===== config.mk =====
export PLATFORM = sky130hd
export DESIGN_NAME = flash_write_lock_control
export DESIGN_NICKNAME = d
export VERILOG_FILES = /design/src/flash_lock_pkg.sv /design/src/flash_key_fsm.sv /design/src/flash_write_lock_control.sv
export SDC_FILE = /design/constraint.sdc
export NUM_CORES = 1
export LEC_CHECK = 0
export ABC_AREA = 1
export CAP_MARGIN = 10
export CELL_PAD_IN_SITES_DETAIL_PLACEMENT = 1
export CELL_PAD_IN_SITES_GLOBAL_PLACEMENT = 1
export CORE_ASPECT_RATIO = 1.1
export CORE_MARGIN = 3
export CORE_UTILIZATION = 38
export CTS_BUF_LIST = sky130_fd_sc_hd__clkbuf_4 sky130_fd_sc_hd__clkbuf_8
export CTS_CLUSTER_DIAMETER = 80
export CTS_CLUSTER_SIZE = 40
export DETAILED_ROUTE_END_ITERATION = 16
export DONT_BUFFER_PORTS = 1
export MAX_ROUTING_LAYER = met4
export PLACE_DENSITY = 0.75
export REMOVE_ABC_BUFFERS = 1
export SYNTH_ARGS = -nofsm -noshare
export SYNTH_HDL_FRONTEND = slang
export SYNTH_SLANG_ARGS = --single-unit

===== constraint.sdc =====
create_clock -name clk_sys_in -period 1.65 [get_ports clk_sys_in]
set_input_delay 0.165 -clock clk_sys_in [delete_from_list [all_inputs] [get_ports clk_sys_in]]
set_output_delay 0.165 -clock clk_sys_in [all_outputs]
set_load 0.02 [all_outputs]

===== src/flash_lock_pkg.sv =====
// constants shared by the flash write lock control block
package flash_lock_pkg;

  // ---------------------------------------------------------------
  // register offsets
  // ---------------------------------------------------------------
  localparam logic [7:0] SCALE_OFFSET   = 8'hB6; // timing scale
  localparam logic [7:0] KEY_OFFSET     = 8'hB7; // unlock key
  localparam logic [7:0] STORE_OFFSET   = 8'h8F; // store control

  // ---------------------------------------------------------------
  // reset values and fields
  // ---------------------------------------------------------------
  localparam logic [7:0] SCALE_RESET    = 8'h80; // one-shot on
  localparam logic [7:0] KEY_RESET      = 8'h00; // locked
  localparam logic [7:0] STORE_RESET    = 8'h00; // writes off
  localparam int         ONESHOT_BIT    = 7;     // scale bit 7
  localparam int         WRITE_EN_BIT   = 0;     // store bit 0
  localparam int         ERASE_EN_BIT   = 1;     // store bit 1

  // ---------------------------------------------------------------
  // key codes and lock state encoding
  // ---------------------------------------------------------------
  localparam logic [7:0] KEY_FIRST      = 8'hA5; // first key byte
  localparam logic [7:0] KEY_SECOND     = 8'hF1; // second key byte
  localparam logic [1:0] LOCK_LOCKED    = 2'h0;  // read code 00
  localparam logic [1:0] LOCK_HALF      = 2'h1;  // read code 01
  localparam logic [1:0] LOCK_OPEN      = 2'h2;  // read code 10
  localparam logic [1:0] LOCK_DEAD      = 2'h3;  // read code 11

  // ---------------------------------------------------------------
  // timing
  // ---------------------------------------------------------------
  localparam int         CLK_PERIOD_NS  = 40;    // system clock period
  localparam int         SENSE_FULL_NS  = 40;    // one full cycle
  localparam int         SENSE_CYCLES   =
    (SENSE_FULL_NS + CLK_PERIOD_NS - 1) / CLK_PERIOD_NS;

endpackage


===== src/flash_key_fsm.sv =====
// key sequence state machine for the flash write lock
`timescale 1ns/100ps
module flash_key_fsm
  import flash_lock_pkg::*;
(
  // clock and reset
  input  wire logic       clk_sys_in,
  input  wire logic       rst_in,
  // key register write and flash op events
  input  wire logic       key_wr_in,
  input  wire logic [7:0] key_data_in,
  input  wire logic       op_try_in,
  // lock state
  output logic [1:0]      lock_state_out
);

  // states, no codes given
  typedef enum {ST_LOCKED, ST_HALF, ST_OPEN, ST_DEAD} key_state_type;

  key_state_type state_ff;   // present state
  key_state_type nxt_state;  // next state

  // ---------------------------------------------------------------
  // next state
  // ---------------------------------------------------------------
  // dead is terminal, only reset leaves it
  always_comb begin
    nxt_state = state_ff;
    case (state_ff)
      ST_LOCKED: begin
        if (op_try_in) begin
          nxt_state = ST_DEAD;
        end else if (key_wr_in) begin
          nxt_state = (key_data_in == KEY_FIRST) ? ST_HALF
                                                 : ST_DEAD;
        end
      end
      ST_HALF: begin
        // any gap between the two writes is fine
        if (op_try_in) begin
          nxt_state = ST_DEAD;
        end else if (key_wr_in) begin
          nxt_state = (key_data_in == KEY_SECOND) ? ST_OPEN
                                                  : ST_DEAD;
        end
      end
      ST_OPEN: begin
        // one op spends the unlock; a third key write is wrong
        if (op_try_in) begin
          nxt_state = ST_LOCKED;
        end else if (key_wr_in) begin
          nxt_state = ST_DEAD;
        end
      end
      ST_DEAD:   nxt_state = ST_DEAD;
      default:   nxt_state = ST_DEAD;
    endcase
  end

  // ---------------------------------------------------------------
  // state register
  // ---------------------------------------------------------------
  always_ff @(posedge clk_sys_in or posedge rst_in) begin
    if (rst_in) begin
      state_ff <= ST_LOCKED;
    end else begin
      state_ff <= nxt_state;
    end
  end

  // state to read code
  always_comb begin
    case (state_ff)
      ST_LOCKED: lock_state_out = LOCK_LOCKED;
      ST_HALF:   lock_state_out = LOCK_HALF;
      ST_OPEN:   lock_state_out = LOCK_OPEN;
      default:   lock_state_out = LOCK_DEAD;
    endcase
  end
endmodule // flash_key_fsm


===== src/flash_write_lock_control.sv =====
// flash write lock control: key gate, store control and read one-shot
//
// What this block does
// flash writes stay locked until key written
// software writes 0xA5 then 0xF1 to unlock
// any gap allowed between the two keys
// one unlock permits exactly one operation
// wrong key or early op disables until reset
// key read shows lock state in bits 1:0
// scale bit 7 enables read one-shot, resets set
// one-shot off keeps sense amps on whole cycle
// write enable sends moves to flash bytes
// erase plus write enable erases whole page
// lock returns to locked after each operation
`timescale 1ns/100ps
module flash_write_lock_control
  import flash_lock_pkg::*;
#(
  parameter int ADDR_W = 16  // external move address width
)
(
  // clock and reset
  input  wire logic              clk_sys_in,
  input  wire logic              rst_in,
  // special register access from the core
  input  wire logic              sfr_wr_in,
  input  wire logic              sfr_rd_in,
  input  wire logic [7:0]        sfr_addr_in,
  input  wire logic [7:0]        sfr_wdata_in,
  output logic [7:0]             sfr_rdata_out,
  // external move writes from the core
  input  wire logic              xmove_wr_in,
  input  wire logic [ADDR_W-1:0] xmove_addr_in,
  input  wire logic [7:0]        xmove_wdata_in,
  // flash array side
  output logic                   flash_write_out,
  output logic                   flash_erase_out,
  output logic [ADDR_W-1:0]      flash_addr_out,
  output logic [7:0]             flash_wdata_out,
  output logic                   xram_write_out,
  // read path sense amp control
  input  wire logic              flash_read_in,
  output logic                   sense_full_out,
  output logic                   oneshot_en_out
);

  // ---------------------------------------------------------------
  // address decode
  // ---------------------------------------------------------------
  wire        hit_scale = sfr_addr_in == SCALE_OFFSET;  // scale reg
  wire        hit_key   = sfr_addr_in == KEY_OFFSET;    // key reg
  wire        hit_store = sfr_addr_in == STORE_OFFSET;  // store ctrl
  wire        wr_scale  = sfr_wr_in && hit_scale;
  wire        wr_key    = sfr_wr_in && hit_key;
  wire        wr_store  = sfr_wr_in && hit_store;

  logic [7:0] scale_ff;      // timing scale register
  logic [7:0] store_ff;      // program store control
  logic [1:0] lock_state;    // state from key machine

  // store control enables
  wire        write_en  = store_ff[WRITE_EN_BIT];
  wire        erase_en  = store_ff[ERASE_EN_BIT];
  wire        to_flash  = xmove_wr_in && write_en;
  // only an open lock lets the operation through
  wire        allowed   = lock_state == LOCK_OPEN;
  wire        do_write  = to_flash && allowed && !erase_en;
  wire        do_erase  = to_flash && allowed && erase_en;

  // ---------------------------------------------------------------
  // key sequence machine
  // ---------------------------------------------------------------
  flash_key_fsm u_key (
    .clk_sys_in     (clk_sys_in),
    .rst_in         (rst_in),
    .key_wr_in      (wr_key),
    .key_data_in    (sfr_wdata_in),
    .op_try_in      (to_flash),
    .lock_state_out (lock_state)
  );

  // ---------------------------------------------------------------
  // registers written by software
  // ---------------------------------------------------------------
  // reserved scale bits are kept as zero
  always_ff @(posedge clk_sys_in or posedge rst_in) begin
    if (rst_in) begin
      scale_ff <= SCALE_RESET;
      store_ff <= STORE_RESET;
    end else begin
      if (wr_scale) begin
        scale_ff <= {sfr_wdata_in[ONESHOT_BIT], 7'h00};
      end
      if (wr_store) begin
        store_ff <= {6'h00, sfr_wdata_in[1:0]};
      end
    end
  end

  // ---------------------------------------------------------------
  // read data mux, registered
  // ---------------------------------------------------------------
  wire [7:0] rd_mux = hit_scale ? scale_ff :
                      hit_key   ? {6'h00, lock_state} :
                      hit_store ? store_ff : 8'h00;

  always_ff @(posedge clk_sys_in or posedge rst_in) begin
    if (rst_in) begin
      sfr_rdata_out <= 8'h00;
    end else if (sfr_rd_in) begin
      sfr_rdata_out <= rd_mux;
    end
  end

  // ---------------------------------------------------------------
  // flash operation strobes
  // ---------------------------------------------------------------
  // page erase ignores data; blocked ops are dropped silently
  always_ff @(posedge clk_sys_in or posedge rst_in) begin
    if (rst_in) begin
      flash_write_out <= 1'b0;
      flash_erase_out <= 1'b0;
      xram_write_out  <= 1'b0;
      flash_addr_out  <= '0;
      flash_wdata_out <= 8'h00;
    end else begin
      flash_write_out <= do_write;
      flash_erase_out <= do_erase;
      xram_write_out  <= xmove_wr_in && !write_en;
      if (to_flash) begin
        flash_addr_out  <= xmove_addr_in;
        flash_wdata_out <= erase_en ? 8'h00 : xmove_wdata_in;
      end
    end
  end

  // ---------------------------------------------------------------
  // sense amp control
  // ---------------------------------------------------------------
  // full-cycle sensing costs power at slow clocks
  always_ff @(posedge clk_sys_in or posedge rst_in) begin
    if (rst_in) begin
      sense_full_out <= 1'b0;
      oneshot_en_out <= 1'b1;
    end else begin
      oneshot_en_out <= scale_ff[ONESHOT_BIT];
      sense_full_out <= flash_read_in && !scale_ff[ONESHOT_BIT];
    end
  end
endmodule // flash_write_lock_control


Word-level counts from Yosys, hierarchy flattened
Index checks and enable logic that the tools add are counted.

storage, ports and cells
  output and inout bits = 37
  input port bits = 46
  register bits after elaboration = 72

operators by class
  muxes and demuxes = 14
  reduce and logical (&&, ||, !) cells = 14
  equal/unequal tests = 11

operator list
  cell                   number
  $mux W32               6
  $pmux W32 S3           1
  $eq A8 B8 Y1 const B   5
  $eq A32 B1 Y1 const B  1
  $eq A32 B2 Y1 const B  1
  $logic_not A32 Y1      1
  $mux W8                2
  $logic_and A1 B1 Y1    9
  $ne A3 B2 Y1 const B   3
  $mux W2                3
  $pmux W2 S3            1
  $logic_not A1 Y1       3
  $reduce_and A3 Y1      1
  $eq A2 B2 Y1 const B   1
  $mux W1                1

Longest topological paths before layout
  depth in word-level cells = 5
  depth in mapped cells = 7

Modules after synthesis
Synthesis repeated with hierarchy kept, for this count alone.

second synthesis, totals
  cell total of the unflattened synthesis = 205
  area total of the unflattened synthesis = 1687.9 um^2

by module, submodules not included
  module                    seq. area each (um^2)  cells each  instances  area an instance (um^2)
  flash_write_lock_control  878.3                  173         1          1500.2
  flash_key_fsm             50.0                   32          1          187.7

Least setup slack after synthesis
OpenSTA, ideal clock, no wires.

  kind = register to register
  from = register store_ff[0]
  to = register u_key.state_ff[1]
  setup time = 117 ps
  stages on the path, launching flop included = 7
  arrival = 874 ps
  path buffers = 0
  path slack = 659 ps
  cells stage by stage = dfrtp_1 nand2_2 inv_4 nor2_2 nand3_1 nand3_1 nand2_1

between the ends
  longest elaborated chain between the ends = 3

ends and longest elaborated chain
  element                                                      RTL line                        RTL
  start, declared                                              flash_write_lock_control.sv:58  logic [7:0] store_ff;
  start signal, assigned                                       flash_write_lock_control.sv:95  store_ff <= {6'h00, sfr_wdata_in[1:0]};
  $logic_and A1 B1 Y1 (*)                                      flash_write_lock_control.sv:64  wire to_flash = xmove_wr_in && write_en;
  $ne A3 B2 Y1 (no line) (tied with other cells)               n/a
  $reduce_and A3 Y1 (no line) or $pmux W32 S3 (tied branches)  n/a
  end signal, assigned                                         flash_key_fsm.sv:67             state_ff <= nxt_state;
  end, declared                                                flash_key_fsm.sv:20             key_state_type state_ff;

Mark *: on every way between the ends. The rest lies on a longest branch, timed or not.
A chain may end at the register's enable or synchronous reset.

Worst setup path after layout
Ends and elaborated chain as after synthesis.

==> key figures <==
STA
  • Tcrit/Tclk final: 85.2%
  • Fmax: 0.711 GHz
  • Setup violators final: 0
  • Total Negative Setup Slacks: 0 ns
  • RSZ-0062 raised after global routing: no
  • Worst-Margin Slew: 0.603 ns
  • Tmin final: 1.41 ns
  • Post-Route Hold Slack: 0.0193 ns
  • Final worst slack: 0.243 ns
  • Relative slew margins: 59.8%
  • Final count of pins violating max slew: 0
  • Clock Skew: 0.00500 ns
  • Fin. Hold Viols: 0

CTS
  • Clk_lat worst skew: 0.28 ns
  • Clock Tree Root: clkbuf_8
  • Max clock buf depth: 2
  • Clock Sinks: 37
  • Num CTS Buffers: 5
  • Post-CTS setup buffer count: 0
  • Post-CTS sizing: 0
  • CTS tree: built
  • Worst-path clk slew: 0.07 ns
  • Hold Buf Count CTS: 17
  • H-Tree Depth: 2

Logic synthesis
  • Mapped Cells: 201
  • Sequential-to-total area share from yosys stat: 56.6%
  • Synth Area per Inst: 8.16 um^2
  • Area contributors post-synth: dfrtp_1 53%, nand2_1 21%, inv_1 3.9%, nand3_1 3.7%, dfstp_2 3.2%
  • Yosys warning total: 0
  • Post-synth cell types: 20
  • Post-synth top area share: 53.4%
  • Yosys reg bits: 37
  • Mapped cell area: 0.00164 mm^2
  • Leading area contributor after synthesis: dfrtp_1

Worst setup path
  • Critical path arrival: 1.58 ns
  • Crit-path most repeated cell: nand3_1
  • CP required: 1.83 ns
  • Buf/Inv on CP: 1
  • Worst-path fanout max: 20
  • Worst setup path category: flop to flop
  • Critical Path, Cell by Cell: nand2_2, inv_4, nor2_2, nand3_1, nand3_1, nand2_1
  • Slowest-stage cell, CP: dfrtp_1
  • Top Family by Delay on Critical Path: simple AND/OR/NAND/NOR gates
  • CP max stage delay: 0.43 ns
  • Worst setup EP type: flop
  • Startpoint Class: flop

Global routing
  • GR Util All Layers: 18.1%
  • Global-route wire length before repair: 6600 um
  • Vias in the first global route: 1449
  • Initial antenna violation count: 0
  • Largest net degree at the start of global routing: 24
  • Total gr overflow: 0

Die
  • Row cnt: 24
  • DIE AREA: 0.00514 mm^2
  • Die Ht: 74.9 um
  • Core box area: 0.00405 mm^2
  • Starting Density: 40.5%
  • I/O pin total: 83
  • Die X-Extent: 68.6 um

Routing
  • WL final: 4380 um
  • # DRC: 0
  • DR vias: 1351
  • Vias per cell: 4.91
  • Initial DRC Count: 69
  • WL/cell: 15.9 um
  • Detail Route Antenna Nets: 0
  • Iteration count of the initial detailed-routing pass: 4

Layout
  • Nets: 268
  • Layout cells sized above 1: 8.07%
  • Area delta synth->final: 19.2%
  • Antenna Cells: 0
  • FF/Latch Area: 928 um^2
  • Fill cells: 501
  • Area of the multi-input gates: 589 um^2

Power
  • Peak supply drop: 0.400 mV
  • Leakage power: 1.05 nW
  • NetSw: 784 uW
  • Clock power frac: 28.9%
  • Internal power: 1.56 mW
  • Seq pwr share: 59.4%
  • PwrDens: 1200 mW/mm^2
  • Switch share: 33.4%
  • Combinational power share: 11.7%

Worst hold path
  • Hold Path Class: input pin to flop

Place
  • PortBufs: 0
  • Hpwl dp: 3160 um
  • GPL Wtd Cong: 0.821
  • DP Worst Slack: 0.245 ns

Flow run
  • Max cap viols: 0

Run status
  • Status: complete, no violations
-- power by group through the flow --
| stage | sequential, mW | combinational [mW] | clock (mW) |
|---|---|---|---|
| after floorplan | 1.37 | 0.184 | 0 |
| after global placement | 1.41 | 0.214 | 0 |
| after detailed placement | 1.41 | 0.245 | 0 |
| after CTS | 1.40 | 0.279 | 0.696 |
| after global routing | 1.42 | 0.320 | 0.748 |
| final | 1.39 | 0.274 | 0.680 |
-- logic make-up (layout without fill, tap and decap cells) --
group | Yosys count | in the layout | share of synthesized area, %
and+or+nand+nor | 121 | 121 | 30.5
other | 1 | 5 | 0.229
AOI/OAI and AO/OA | 14 | 14 | 4.27
buffers and inverters | 28 | 46 | 8.39
DFF | 37 | 37 | 56.6
-- synth_stat cells, drive strengths merged --
master  instances
nand2          93
nor3b           1
nor2           12
o21ai          14
clkinv          1
buf             9
conb            1
nand4           1
dfrtp          35
dfstp           2
nor3            1
nand3          13
inv            18
-- registers in the layout, indices dropped and copies added, names as in the netlist, 2 cells and up --
| register | flops |
|---|---|
| flash_addr_out | 16 |
| u_key.state_ff | 2 |
| flash_wdata_out | 8 |
| store_ff | 2 |
| sfr_rdata_out | 3 |
-- routing by layer --
metal	global-route usage, %	part of all wire [%]	routed length, um
met1	19.1	37	1630
met2	31.0	52	2290
met3	5.82	9.2	403
met4	6.84	1.2	53
met5	-	0	0
-- area by class of cell --
cell class / instances / area share, %
flip-flops and latches: 37 / 47.5
well taps: 52 / 3.33
repair buffers: 19 / 10.1
multi-input cells: 140 / 30.1
inverters: 19 / 3.77
clock inverters: 1 / 0.256
clock buffers: 7 / 4.93
-- cell usage in the layout, fill, tap and decap left out, drive strengths merged --
cell type | netlist | layout
nand2 | 93 | 93
nor3 | 1 | 1
o21ai | 14 | 14
clkinv | 1 | 2
dfrtp | 35 | 35
inv | 18 | 18
nand4 | 1 | 1
dlygate4sd3 | 0 | 17
clkbuf | 0 | 7
nor2 | 12 | 12
buf | 9 | 2
nor3b | 1 | 1
conb | 1 | 5
nand3 | 13 | 13
dfstp | 2 | 2
-- worst paths after layout --
kind                              startpoint                  to  slack [ns]  cells after the start
max in group asynchronous             rst_in      oneshot_en_out        0.63                      3
min reg2reg                      scale_ff[7]      oneshot_en_out        0.39                      0
max reg2reg                      store_ff[0]   u_key.state_ff[1]        0.24                      6
min in group asynchronous             rst_in  flash_addr_out[13]        0.40                      2
max                              store_ff[0]   u_key.state_ff[1]        0.24                      6
min                        xmove_wdata_in[1]  flash_wdata_out[1]        0.02                      2
-- metrics by stage --
step | cell area, um^2 | total power, mW | utilization (%) | instances
3_5_place_dp | 1680 | 1.66 | 41.5 | 250
5_1_grt | 1960 | 2.49 | 48.2 | 275
2_1_floorplan | 1590 | 1.56 | - | 196
3_3_place_gp | 1680 | 1.62 | 41.5 | 250
6_report | 1960 | 2.35 | 48.2 | 275
4_1_cts | 1960 | 2.37 | 48.2 | 275
No activity file was read; power rests on OpenSTA's default activity.
